File: config.mk
export PLATFORM = sky130hd
export DESIGN_NAME = csos_top
export DESIGN_NICKNAME = d
export VERILOG_FILES = /design/src/pkg/csos_pkg.sv /design/src/rtl/csos_top.sv
export SDC_FILE = /design/constraint.sdc
export NUM_CORES = 1
export LEC_CHECK = 0
export BUFFER_PORTS_ARGS = -buffer_cell sky130_fd_sc_hd__buf_4
export CORE_ASPECT_RATIO = 0.5
export CORE_UTILIZATION = 61
export DETAILED_ROUTE_END_ITERATION = 10
export GPL_TIMING_DRIVEN = 0
export PLACE_DENSITY = 0.93
export RECOVER_POWER = 100
export SYNTH_ARGS = -nofsm -noshare
export SYNTH_HDL_FRONTEND = slang
export SYNTH_SLANG_ARGS = --single-unit
File: constraint.sdc
create_clock -name i_core_clk -period 5.8 [get_ports i_core_clk]
set_input_delay 0.58 -clock i_core_clk [delete_from_list [all_inputs] [get_ports i_core_clk]]
set_output_delay 0.58 -clock i_core_clk [all_outputs]
set_load 0.05 [all_outputs]
File: src/pkg/csos_pkg.sv
package csos_pkg;
  // ----------------------------------------
  // pin function select codes
  // ----------------------------------------
  localparam logic [3:0] SEL_LINE_DRV = 4'h0;
  localparam logic [3:0] SEL_RX_LAMP = 4'h1;
  localparam logic [3:0] SEL_TX_LAMP = 4'h2;
  localparam logic [3:0] SEL_SLEEP_N = 4'h3;
  localparam logic [3:0] SEL_BOTH_LAMP = 4'h4;
  localparam logic [3:0] SEL_POWER_EN_N = 4'h5;
  localparam logic [3:0] SEL_CHARGE = 4'h6;
  localparam logic [3:0] SEL_CHARGE_N = 4'h7;
  localparam logic [3:0] SEL_SLEEP = 4'h8;
  // ----------------------------------------
  // config memory layout
  // ----------------------------------------
  localparam logic [9:0] CFG_BASE = 10'h050;
  localparam logic [1:0] CFG_WORDS = 2'h3;
  localparam logic [15:0] DEF_PIN_SEL = 16'h3210;
  localparam logic [15:0] DEF_OPTIONS = 16'h0600;
  localparam logic [15:0] DEF_MAX_POWER = 16'h005a;
  localparam int INV_TXD = 0;
  localparam int INV_RXD = 1;
  localparam int INV_RTS = 2;
  localparam int INV_CTS = 3;
  localparam int INV_DTR = 4;
  localparam int INV_DSR = 5;
  localparam int INV_DCD = 6;
  localparam int INV_RI = 7;
  localparam int OPT_PULLDOWN = 8;
  localparam int OPT_WAKE = 9;
  localparam int OPT_SERIAL = 10;
  localparam int OPT_SELF_PWR = 11;
  localparam logic [15:0] USB_VERSION = 16'h0200;
  // ----------------------------------------
  // timing
  // ----------------------------------------
  localparam int CLK_KHZ = 25000;
  localparam int LAMP_TIME_MS = 5;
  localparam int WAKE_TIME_MS = 20;
  localparam int LAMP_CYC = LAMP_TIME_MS * CLK_KHZ;
  localparam int WAKE_CYC = WAKE_TIME_MS * CLK_KHZ;
  typedef enum logic [1:0] {
    LD_IDLE = 2'b00,
    LD_READ = 2'b01,
    LD_DONE = 2'b10
  } csos_load_t;
  typedef enum logic [1:0] {
    TX_IDLE = 2'b00,
    TX_LEAD = 2'b01,
    TX_FRAME = 2'b10
  } csos_txen_t;
endpackage

File: src/rtl/csos_top.sv
`timescale 1ns/1ps
module csos_top #(
  parameter int LAMP_CYC = csos_pkg::LAMP_CYC,
  parameter int WAKE_CYC = csos_pkg::WAKE_CYC,
  parameter int CW = 20
) (
  input wire logic i_core_clk,
  input wire logic i_rst,
  input wire logic i_usb_reset,
  input wire logic i_suspended,
  input wire logic i_enumerated,
  input wire logic i_dcp_short,
  input wire logic i_uart_rx_byte,
  input wire logic i_usb_rx_byte,
  input wire logic i_tx_char_ready,
  input wire logic i_bit_tick,
  input wire logic i_tx_stop_bit,
  input wire logic i_txd,
  input wire logic i_rts,
  input wire logic i_dtr,
  input wire logic i_rxd_pin,
  input wire logic i_cts_pin,
  input wire logic i_dsr_pin,
  input wire logic i_carrier_detect_pin,
  input wire logic i_ring_indicate_n_pin,
  input wire logic i_cfg_rd_valid,
  input wire logic [15:0] i_cfg_rd_data,
  output logic o_cfg_rd_en,
  output logic [9:0] o_cfg_rd_addr,
  output logic o_cfg_loaded,
  output logic [3:0] o_status_pin_out,
  output logic [3:0] o_status_pin_oe_n,
  output logic o_line_driver_enable,
  output logic o_uart_tx_go,
  output logic o_uart_txd,
  output logic o_uart_rts,
  output logic o_uart_dtr,
  output logic o_uart_oe_n,
  output logic o_uart_pulldown,
  output logic o_rxd,
  output logic o_cts,
  output logic o_dsr,
  output logic o_carrier_detect,
  output logic o_ring_indicate,
  output logic o_suspend_request,
  output logic o_remote_wake,
  output logic [15:0] o_usb_version,
  output logic [8:0] o_max_power_ma,
  output logic o_bus_powered,
  output logic o_serial_enable
);
  initial begin
    if (LAMP_CYC < 1 || LAMP_CYC >= (1 << CW) || WAKE_CYC < 1 || WAKE_CYC >= (1 << CW)) begin
      $error("csos_top: count does not fit counter width");
    end
  end
  // ----------------------------------------
  // pin function decode
  // ----------------------------------------
  // returns {oe_n, level}; lamps only ever pull low
  function automatic logic [1:0] pin_drive(input logic [3:0] sel, input logic txen,
      input logic susp, input logic pwr_on, input logic chg, input logic txl,
      input logic rxl);
    logic [1:0] r;
    r = 2'h2;
    unique case (sel)
      csos_pkg::SEL_LINE_DRV: r = {1'b0, txen};
      csos_pkg::SEL_SLEEP_N: r = {1'b0, ~susp};
      csos_pkg::SEL_SLEEP: r = {1'b0, susp};
      csos_pkg::SEL_POWER_EN_N: r = {1'b0, ~pwr_on};
      csos_pkg::SEL_CHARGE: r = {1'b0, chg};
      csos_pkg::SEL_CHARGE_N: r = {1'b0, ~chg};
      csos_pkg::SEL_TX_LAMP: r = {~txl, 1'b0};
      csos_pkg::SEL_RX_LAMP: r = {~rxl, 1'b0};
      csos_pkg::SEL_BOTH_LAMP: r = {~(txl | rxl), 1'b0};
      default: r = 2'h2;
    endcase
    return r;
  endfunction
  // ----------------------------------------
  // input synchronisers
  // ----------------------------------------
  logic [5:0] sync1;
  logic [5:0] sync2;
  // pins are asynchronous; only sync2 is read
  always_ff @(posedge i_core_clk) begin
    sync1 <= {i_dcp_short, i_ring_indicate_n_pin, i_carrier_detect_pin,
              i_dsr_pin, i_cts_pin, i_rxd_pin};
    sync2 <= sync1;
  end
  // ----------------------------------------
  // configuration load
  // ----------------------------------------
  csos_pkg::csos_load_t ld_state;
  logic [1:0] ld_idx;
  logic [15:0] pin_sel_w;
  logic [15:0] opt_w;
  logic [15:0] pwr_w;
  // factory values hold until the memory answers; reload on usb reset too
  always_ff @(posedge i_core_clk) begin
    if (i_rst) begin
      ld_state <= csos_pkg::LD_READ;
      ld_idx <= 2'h0;
      pin_sel_w <= csos_pkg::DEF_PIN_SEL;
      opt_w <= csos_pkg::DEF_OPTIONS;
      pwr_w <= csos_pkg::DEF_MAX_POWER;
    end else if (i_usb_reset) begin
      ld_state <= csos_pkg::LD_READ;
      ld_idx <= 2'h0;
    end else begin
      unique case (ld_state)
        csos_pkg::LD_IDLE: ld_state <= csos_pkg::LD_DONE;
        csos_pkg::LD_READ: begin
          if (i_cfg_rd_valid) begin
            unique case (ld_idx)
              2'h0: pin_sel_w <= i_cfg_rd_data;
              2'h1: opt_w <= i_cfg_rd_data;
              default: pwr_w <= i_cfg_rd_data;
            endcase
            if (ld_idx == csos_pkg::CFG_WORDS - 2'h1) begin
              ld_state <= csos_pkg::LD_DONE;
            end
            ld_idx <= ld_idx + 2'h1;
          end
        end
        csos_pkg::LD_DONE: ld_state <= csos_pkg::LD_DONE;
        default: ld_state <= csos_pkg::LD_IDLE;
      endcase
    end
  end
  // read strobe is held until the word is returned
  always_ff @(posedge i_core_clk) begin
    if (i_rst || i_usb_reset) begin
      o_cfg_rd_en <= 1'b0;
      o_cfg_rd_addr <= csos_pkg::CFG_BASE;
      o_cfg_loaded <= 1'b0;
    end else begin
      o_cfg_rd_en <= (ld_state == csos_pkg::LD_READ) && !(i_cfg_rd_valid &&
                     ld_idx == csos_pkg::CFG_WORDS - 2'h1);
      o_cfg_rd_addr <= csos_pkg::CFG_BASE + 10'(ld_idx + (i_cfg_rd_valid ? 2'h1 : 2'h0));
      o_cfg_loaded <= (ld_state == csos_pkg::LD_DONE);
    end
  end
  // descriptor fields except the fixed usb version taken from the loaded words, factory values in reset
  always_ff @(posedge i_core_clk) begin
    o_usb_version <= csos_pkg::USB_VERSION;
    o_max_power_ma <= i_rst ? csos_pkg::DEF_MAX_POWER[8:0] : pwr_w[8:0];
    o_bus_powered <= i_rst || !opt_w[csos_pkg::OPT_SELF_PWR];
    o_serial_enable <= i_rst || opt_w[csos_pkg::OPT_SERIAL];
  end
  // ----------------------------------------
  // charge port detection
  // ----------------------------------------
  logic chg_on;
  // sticky until a standard host enumerates us or usb reset
  always_ff @(posedge i_core_clk) begin
    if (i_rst || i_usb_reset) begin
      o_suspend_request <= 1'b0;
    end else if (sync2[5]) begin
      o_suspend_request <= 1'b1;
    end else if (i_enumerated) begin
      o_suspend_request <= 1'b0;
    end
  end
  assign chg_on = o_suspend_request && i_suspended && !i_enumerated;
  // ----------------------------------------
  // activity lamps
  // ----------------------------------------
  logic [CW-1:0] tx_cnt;
  logic [CW-1:0] rx_cnt;
  // each byte restarts the one-shot so bursts read as one glow
  function automatic logic [CW-1:0] lamp_next(input logic [CW-1:0] cnt, input logic hit);
    logic [CW-1:0] r;
    r = (cnt != '0) ? cnt - 1'b1 : cnt;
    if (hit) begin
      r = CW'(LAMP_CYC);
    end
    return r;
  endfunction
  always_ff @(posedge i_core_clk) begin
    if (i_rst) begin
      tx_cnt <= '0;
      rx_cnt <= '0;
    end else begin
      tx_cnt <= lamp_next(tx_cnt, i_uart_rx_byte);
      rx_cnt <= lamp_next(rx_cnt, i_usb_rx_byte);
    end
  end
  // ----------------------------------------
  // line driver enable
  // ----------------------------------------
  csos_pkg::csos_txen_t tx_state;
  // the uart is held off one bit so the driver is up before the start bit
  always_ff @(posedge i_core_clk) begin
    if (i_rst) begin
      tx_state <= csos_pkg::TX_IDLE;
      o_line_driver_enable <= 1'b0;
      o_uart_tx_go <= 1'b0;
    end else begin
      o_uart_tx_go <= 1'b0;
      unique case (tx_state)
        csos_pkg::TX_IDLE: begin
          if (i_tx_char_ready) begin
            tx_state <= csos_pkg::TX_LEAD;
            o_line_driver_enable <= 1'b1;
          end
        end
        csos_pkg::TX_LEAD: begin
          if (i_bit_tick) begin
            tx_state <= csos_pkg::TX_FRAME;
            o_uart_tx_go <= 1'b1;
          end
        end
        csos_pkg::TX_FRAME: begin
          if (i_tx_stop_bit) begin
            tx_state <= csos_pkg::TX_IDLE;
            o_line_driver_enable <= 1'b0;
          end
        end
        default: tx_state <= csos_pkg::TX_IDLE;
      endcase
    end
  end
  // ----------------------------------------
  // configurable pins
  // ----------------------------------------
  logic pwr_on;
  assign pwr_on = i_enumerated && !i_suspended;
  // pins float during reset; the select codes decide afterwards
  always_ff @(posedge i_core_clk) begin
    if (i_rst) begin
      o_status_pin_out <= 4'h0;
      o_status_pin_oe_n <= 4'hf;
    end else begin
      for (int k = 0; k < 4; k++) begin
        {o_status_pin_oe_n[k], o_status_pin_out[k]} <= pin_drive(pin_sel_w[4*k +: 4],
          o_line_driver_enable, i_suspended, pwr_on, chg_on, tx_cnt != '0,
          rx_cnt != '0);
      end
    end
  end
  // ----------------------------------------
  // uart line polarity and suspend pull-down
  // ----------------------------------------
  logic pull_low;
  assign pull_low = opt_w[csos_pkg::OPT_PULLDOWN] && i_suspended;
  always_ff @(posedge i_core_clk) begin
    if (i_rst) begin
      o_uart_oe_n <= 1'b1;
      o_uart_pulldown <= 1'b0;
      o_uart_txd <= 1'b0;
      o_uart_rts <= 1'b0;
      o_uart_dtr <= 1'b0;
    end else begin
      o_uart_oe_n <= pull_low;
      o_uart_pulldown <= pull_low;
      o_uart_txd <= !pull_low && (i_txd ^ opt_w[csos_pkg::INV_TXD]);
      o_uart_rts <= !pull_low && (i_rts ^ opt_w[csos_pkg::INV_RTS]);
      o_uart_dtr <= !pull_low && (i_dtr ^ opt_w[csos_pkg::INV_DTR]);
    end
  end
  // inputs are flipped after synchronising
  always_ff @(posedge i_core_clk) begin
    if (i_rst) begin
      o_rxd <= 1'b1;
      o_cts <= 1'b0;
      o_dsr <= 1'b0;
      o_carrier_detect <= 1'b0;
      o_ring_indicate <= 1'b0;
    end else begin
      o_rxd <= sync2[0] ^ opt_w[csos_pkg::INV_RXD];
      o_cts <= sync2[1] ^ opt_w[csos_pkg::INV_CTS];
      o_dsr <= sync2[2] ^ opt_w[csos_pkg::INV_DSR];
      o_carrier_detect <= sync2[3] ^ opt_w[csos_pkg::INV_DCD];
      o_ring_indicate <= ~(sync2[4] ^ opt_w[csos_pkg::INV_RI]);
    end
  end
  // ----------------------------------------
  // remote wake
  // ----------------------------------------
  logic [CW-1:0] wake_cnt;
  logic wake_arm;
  assign wake_arm = i_suspended && opt_w[csos_pkg::OPT_WAKE];
  // once ring is seen the delay runs out even if ring is released early
  always_ff @(posedge i_core_clk) begin
    if (i_rst || !wake_arm) begin
      wake_cnt <= '0;
      o_remote_wake <= 1'b0;
    end else if (!o_remote_wake && (o_ring_indicate || wake_cnt != '0)) begin
      if (wake_cnt == CW'(WAKE_CYC - 1)) begin
        o_remote_wake <= 1'b1;
        wake_cnt <= '0;
      end else begin
        wake_cnt <= wake_cnt + 1'b1;
      end
    end
  end
  // ----------------------------------------
  // checks
  // ----------------------------------------
  a_charge_needs_susp: assert property (@(posedge i_core_clk) disable iff (i_rst)
    ($past(pin_sel_w[3:0]) == csos_pkg::SEL_CHARGE && o_status_pin_out[0])
    |-> $past(i_suspended) && $past(o_suspend_request))
    else $error("charger output without suspend");
  a_charge_off_enum: assert property (@(posedge i_core_clk) disable iff (i_rst)
    ($past(i_enumerated) && $past(pin_sel_w[7:4]) == csos_pkg::SEL_CHARGE_N)
    |-> o_status_pin_out[1] && !o_status_pin_oe_n[1])
    else $error("active-low charger asserted while enumerated");
  a_dcp_sets_req: assert property (@(posedge i_core_clk) disable iff (i_rst || i_usb_reset)
    sync2[5] |=> o_suspend_request)
    else $error("short not flagged");
  a_lamp_retrig: assert property (@(posedge i_core_clk) disable iff (i_rst)
    i_uart_rx_byte |=> tx_cnt == CW'(LAMP_CYC) ##1 tx_cnt == CW'(LAMP_CYC - 1)
      || $past(i_uart_rx_byte))
    else $error("lamp one-shot not reloaded");
  a_lamp_low_only: assert property (@(posedge i_core_clk) disable iff (i_rst)
    ($past(pin_sel_w[7:4]) == csos_pkg::SEL_RX_LAMP)
    |-> !o_status_pin_out[1] && (o_status_pin_oe_n[1] == ($past(rx_cnt) == '0)))
    else $error("rx lamp drive wrong");
  a_sleep_level: assert property (@(posedge i_core_clk) disable iff (i_rst)
    (!$past(i_rst) && $past(pin_sel_w[15:12]) == csos_pkg::SEL_SLEEP_N)
    |-> !o_status_pin_oe_n[3] && o_status_pin_out[3] == !$past(i_suspended))
    else $error("sleep indicator wrong");
  a_driver_lead: assert property (@(posedge i_core_clk) disable iff (i_rst)
    o_uart_tx_go |-> o_line_driver_enable && $past(o_line_driver_enable))
    else $error("start released before driver enabled");
  a_reset_float: assert property (@(posedge i_core_clk)
    i_rst |=> o_uart_oe_n && o_status_pin_oe_n == 4'hf)
    else $error("pins driven in reset");
  a_txd_invert: assert property (@(posedge i_core_clk) disable iff (i_rst)
    !$past(i_rst) && !$past(pull_low)
    |-> o_uart_txd == ($past(i_txd) ^ $past(opt_w[csos_pkg::INV_TXD])))
    else $error("txd polarity wrong");
  a_cfg_reload: assert property (@(posedge i_core_clk) disable iff (i_rst)
    i_usb_reset |=> ld_state == csos_pkg::LD_READ && ld_idx == 2'h0 && !o_cfg_loaded)
    else $error("usb reset did not reload config");
  c_charge_on: cover property (@(posedge i_core_clk) chg_on);
  c_lamp_both: cover property (@(posedge i_core_clk) tx_cnt != '0 && rx_cnt != '0);
  c_wake: cover property (@(posedge i_core_clk) $rose(o_remote_wake));
  c_cfg_done: cover property (@(posedge i_core_clk) $rose(o_cfg_loaded));
endmodule

; ---- Yosys cells after proc, flatten, opt, wreduce, memory -nomap -nowiden
; Index checks and enable logic that the tools add are counted.
[totals]
input_bits = 36
regBits = 160
elab_cells = 178
output_inout_bits = 61
[op_classes]
add_sub_neg = 6
n_mux = 23
n_eq_ne = 44
n_reduce_logical = 51
bitwise_logic = 19
[ops]
columns = cell, n
row1 = $pmux 2 s9, 4
row2 = $mux 17, 4
row3 = $eq 4x3->1 const B, 16
row4 = $reduce_bool 20->1, 3
row5 = $sub 20x1->20 const B, 2
row6 = $eq 4x2->1 const B, 8
row7 = $add 20x1->20 const B, 1
row8 = $eq 20x19->1 const B, 1
row9 = $mux 20, 1
row10 = $eq 4x1->1 const B, 4
row11 = $eq 4x4->1 const B, 4
row12 = $logic_not 4->1, 4
row13 = $reduce_and 4->1, 3
row14 = $reduce_or 2->1, 6
row15 = $logic_and 1x1->1, 11
row16 = $mux 2, 5
row17 = $not 1->1, 10
row18 = $add 7x3->8 const A, 1
row19 = $ne 2x2->1 const B, 4
row20 = $reduce_bool 2->1, 4
row21 = $xor 1x1->1, 8
row22 = $logic_not 1->1, 7
row23 = $eq 2x1->1 const B, 3
row24 = $eq 2x2->1 const B, 3
row25 = 12 further kinds, 26

; ---- Depth between registers and ports, before layout
[logic_depth]
depth_word = 4
depth_mapped = 8
ltp_nobuf = 7

; ---- Least setup slack after synthesis
; Ideal clock, no wire load.
[synth_path]
kind = input -> register
startpoint = input i_suspended
endpoint = register wake_cnt[4]
cell_stages = 6
required_time_ns = 5.740
setup_slack_ns = 3.769
n_path_buf = 2
t_arrival_ns = 1.971
setup_ns = 0.060
cell_sequence = buf_2 nand2_1 or2_2 buf_1 or4_2 nand2_1
[synth_between]
elab_chain_cells = 3
[synth_rtl]
columns = element, line_no
row1 = from (decl), csos_top.sv:10  ; input wire logic i_suspended,
row2 = $logic_and 1x1->1, csos_top.sv:283  ; assign wake_arm = i_suspended && opt_w[csos_pkg::OPT_WAKE];
row3 = $logic_not 1->1, csos_top.sv:286  ; if (i_rst || !wake_arm) begin
row4 = $logic_or 1x1->1, csos_top.sv:286
row5 = to (signal assigned), csos_top.sv:294  ; wake_cnt <= wake_cnt + 1'b1;
row6 = to (decl), csos_top.sv:281  ; logic [CW-1:0] wake_cnt;
; Every way passes these cells.
; A chain may end at the register's enable or synchronous reset.

; ---- Worst setup path in the final report
[layout_path]
startpoint = register wake_cnt[9]
endpoint = register wake_cnt[10]
[layout_between]
elab_chain_cells = 3
elab_cells_between_ends = 6
classes_between = add/sub: 1 / eq/ne: 1 / mux: 1 / reduce/logical: 3
[layout_rtl]
columns = element
row1 = "parallel branches: the longest is 3 deep, another holds $add 20x1->20"
; Parallel ways; which one is timed is not known.

==> impl_metrics.csv <==
group,metric,value,unit
job,cap_violations,0,
grt,grtUsageMet1,0.345,
place,io_buffer_count,71,
synth,synthArstFlopShare,0,
synth,synth.area.top_cells,"dfxtp_1 46%, nand2_1 5.5%, a21oi_1 4.7%",
timing,setup_violations,0,
grt,top_usage_layer,"met2",
floorplan,placementRows,26,
clock_tree,cts_tree,"done",
synth,ys_seq_elements,153,
floorplan,dieArea,11300,um2
detailed_routing,drt-initial-drc-count,552,
layout,drive_above_1_share,0.123,
timing,relSlewSlack,0.268,
clock_tree,cts_max_level,4,
timing,rsz0062_at_grt,"no",
detailed_routing,drt-vias-per-instance,5.88,
timing,worstMarginPinSlew,1.09,ns
clock_tree,clock_path_buffers,2,
timing,setup_tns,0,ns
power,power_density,343,nW/um2
grt,grtUsageTotal,0.302,
place,gp_congestion,0.911,
timing,maxSlewViolCount,0,
critical_path,worstReg2RegStart,"wake_cnt[9]$_SDFFE_PP0P_",
timing,fin_crit_sh,0.554,
timing,finalHoldViolCount,0,
floorplan,die_h,75.7,um
floorplan,io_pins,97,
clock_tree,post_cts_resized,0,
layout,diodes,0,
timing,fmax,311,MHz
critical_path,critPathRequiredTime,6.08,ns
timing,period_needed,3.21,ns
layout,final_nets,914,
synth,syn_avg_cell_area,8.74,um2
synth,yosysSeqAreaShare,0.463,
layout,fill_cells,689,
timing,finClkSkew,0.00618,ns
detailed_routing,drc,0,
critical_path,worst_ep_arrival_time,3.49,ns
place,dp_slack,3.38,ns
detailed_routing,vias,5994,
timing,fin_ws,2.59,ns
place,place_area,7410,um2
grt,grt_pass1_vias,5547,
power,leakagePower,2.98,nW
power,ir_worst_vdd,0.249,mV
detailed_routing,drtAntennaViolNets,0,
synth,synth_edf_count,0,
detailed_routing,wl,17000,um
clock_tree,clock_latency,0.43,ns
synth,ys_top_cells_by_count,"153 x dfxtp_1, 97 x nand2_1, 74 x nor2_1",
detailed_routing,first_pass_iters,5,
clock_tree,postCtsHoldBufs,0,
floorplan,core,10400,um2
synth,yosysMostFrequentCell,"dfxtp_1",
floorplan,dieWidth,149,um
layout,final_core_util,0.754,
synth,yosysUniqueCellTypes,64,
critical_path,critical_path_class,"register to register",
synth,synth_cells,757,
layout,synthToLayoutAreaGrowth,18.1,%
grt,use_met3,0.0689,
critical_path,worstSetupEndpointType,"register",
synth,syn_area,6620,um2
place,post-dp-hpwl,10700,um
grt,overflow,0,
clock_tree,cts_root_buf,"clkbuf_16",
grt,antenna_found_initial,0,
critical_path,startpoint_type,"register",
critical_path,cp_max_fo,9,
layout,final_area,7820,um2
synth,synth-main-ff-cell,"dfxtp_1",
synth,yosys_warnings,0,
clock_tree,cts.sinks,153,
hold_path,hold_class,"input pin to register",
clock_tree,clk_pin_slew,0.06,ns
detailed_routing,wl_per_cell,16.6,um
grt,grt_pass1_wl,26300,um
grt,grt_max_degree,17,
synth,yosys.area.top_type_share,0.463,
clock_tree,cts_setup_buffers,0,
hold_path,worstHoldStart,"i_rxd_pin",
run_status,status,"finished, final reports clean",
grt,use_met2,0.546,
synth,synth_largest_area_cell,"dfxtp_1",
clock_tree,cts_buffers,17,
floorplan,start_util,0.638,
critical_path,cp-startpoint,"wake_cnt[9]$_SDFFE_PP0P_",
## placed cells by master (no fill, tap or decap), drive strengths merged, types with 17 or more instances in the layout
master	Yosys	final
dfxtp	153	153
nand2	97	97
clkbuf	21	89
nor2	75	75
a21oi	62	62
buf	31	52
nor3	28	28
xnor2	24	24
conb	2	23
o21ai	22	22
inv	18	18
nand3	18	18
xor2	17	17
## per-layer routing
metal / wire length [um] / share of wire / vias to the layer above
met5: 0 / 0 / -
met4: 546 / 0.032 / 0
met3: 1260 / 0.074 / 65
met2: 8310 / 0.49 / 339
met1: 6850 / 0.40 / 2781
li1: - / - / 2809
## flip-flops by register name (all words and copies together), names as in the netlist, 6 cells and up
signal,count
rx_cnt,20
tx_cnt,20
wake_cnt,20
pin_sel_w,16
opt_w,12
o_max_power_ma,9
pwr_w,9
sync1,6
sync2,6
## worst max-delay path, cell delays in order, from the launching register on
cell and delay (ns):
dfxtp_1 0.34, or4_2 0.66, nor4_1 0.69, nand2_1 0.39
o21ai_0 0.87, nor2_1 0.12
## path summary, 6_finish.rpt
kind | end | slack, ns | cells after the start
setup / recovery | wake_cnt[10]$_SDFFE_PP0P_ | 2.59 | 5
setup reg to reg | wake_cnt[10]$_SDFFE_PP0P_ | 2.59 | 5
hold / removal | sync1[0]$_DFF_P_ | 0.27 | 1
hold reg to reg | sync2[0]$_DFF_P_ | 0.33 | 0
## cell families (layout without fill, tap and decap cells)
group,after synthesis,count (layout),synth area share
AO/OA/AOI/OAI,133,133,0.127
XOR/XNOR,41,41,0.0543
adder cells (fa/ha/maj),10,10,0.0189
buffers and inverters,70,172,0.0548
flip-flops,153,153,0.463
multiplexers,9,9,0.0136
other,2,23,0.00113
AND/OR/NAND/NOR,339,339,0.267
## through the flow
step                      hold slack [ns]  instances  total power [mW]
after floorplan                     0.310        778              1.43
after global placement              0.310        989              1.51
after detailed placement            0.315        989              1.53
after CTS                           0.241       1020              2.69
after global routing                0.268       1020              2.75
final                               0.272       1020              2.68
## cell type report
class                      instances  area (um2)  share of cell area
clock inverter                    13         178              0.0227
sequential                       153        3060               0.392
inverter                          18        67.6             0.00864
timing repair buffer              71         390              0.0499
clock buffer                      18         439              0.0562
buffer                            52         283              0.0362
multi-input combinational        555        3220               0.412
tap                              140         175              0.0224
## where the power goes
group          switching (mW)  internal, mW
clock network           0.451         0.726
registers              0.0457          1.10
logic                   0.237         0.125
Note: power is estimated with default switching activity, not from simulation.
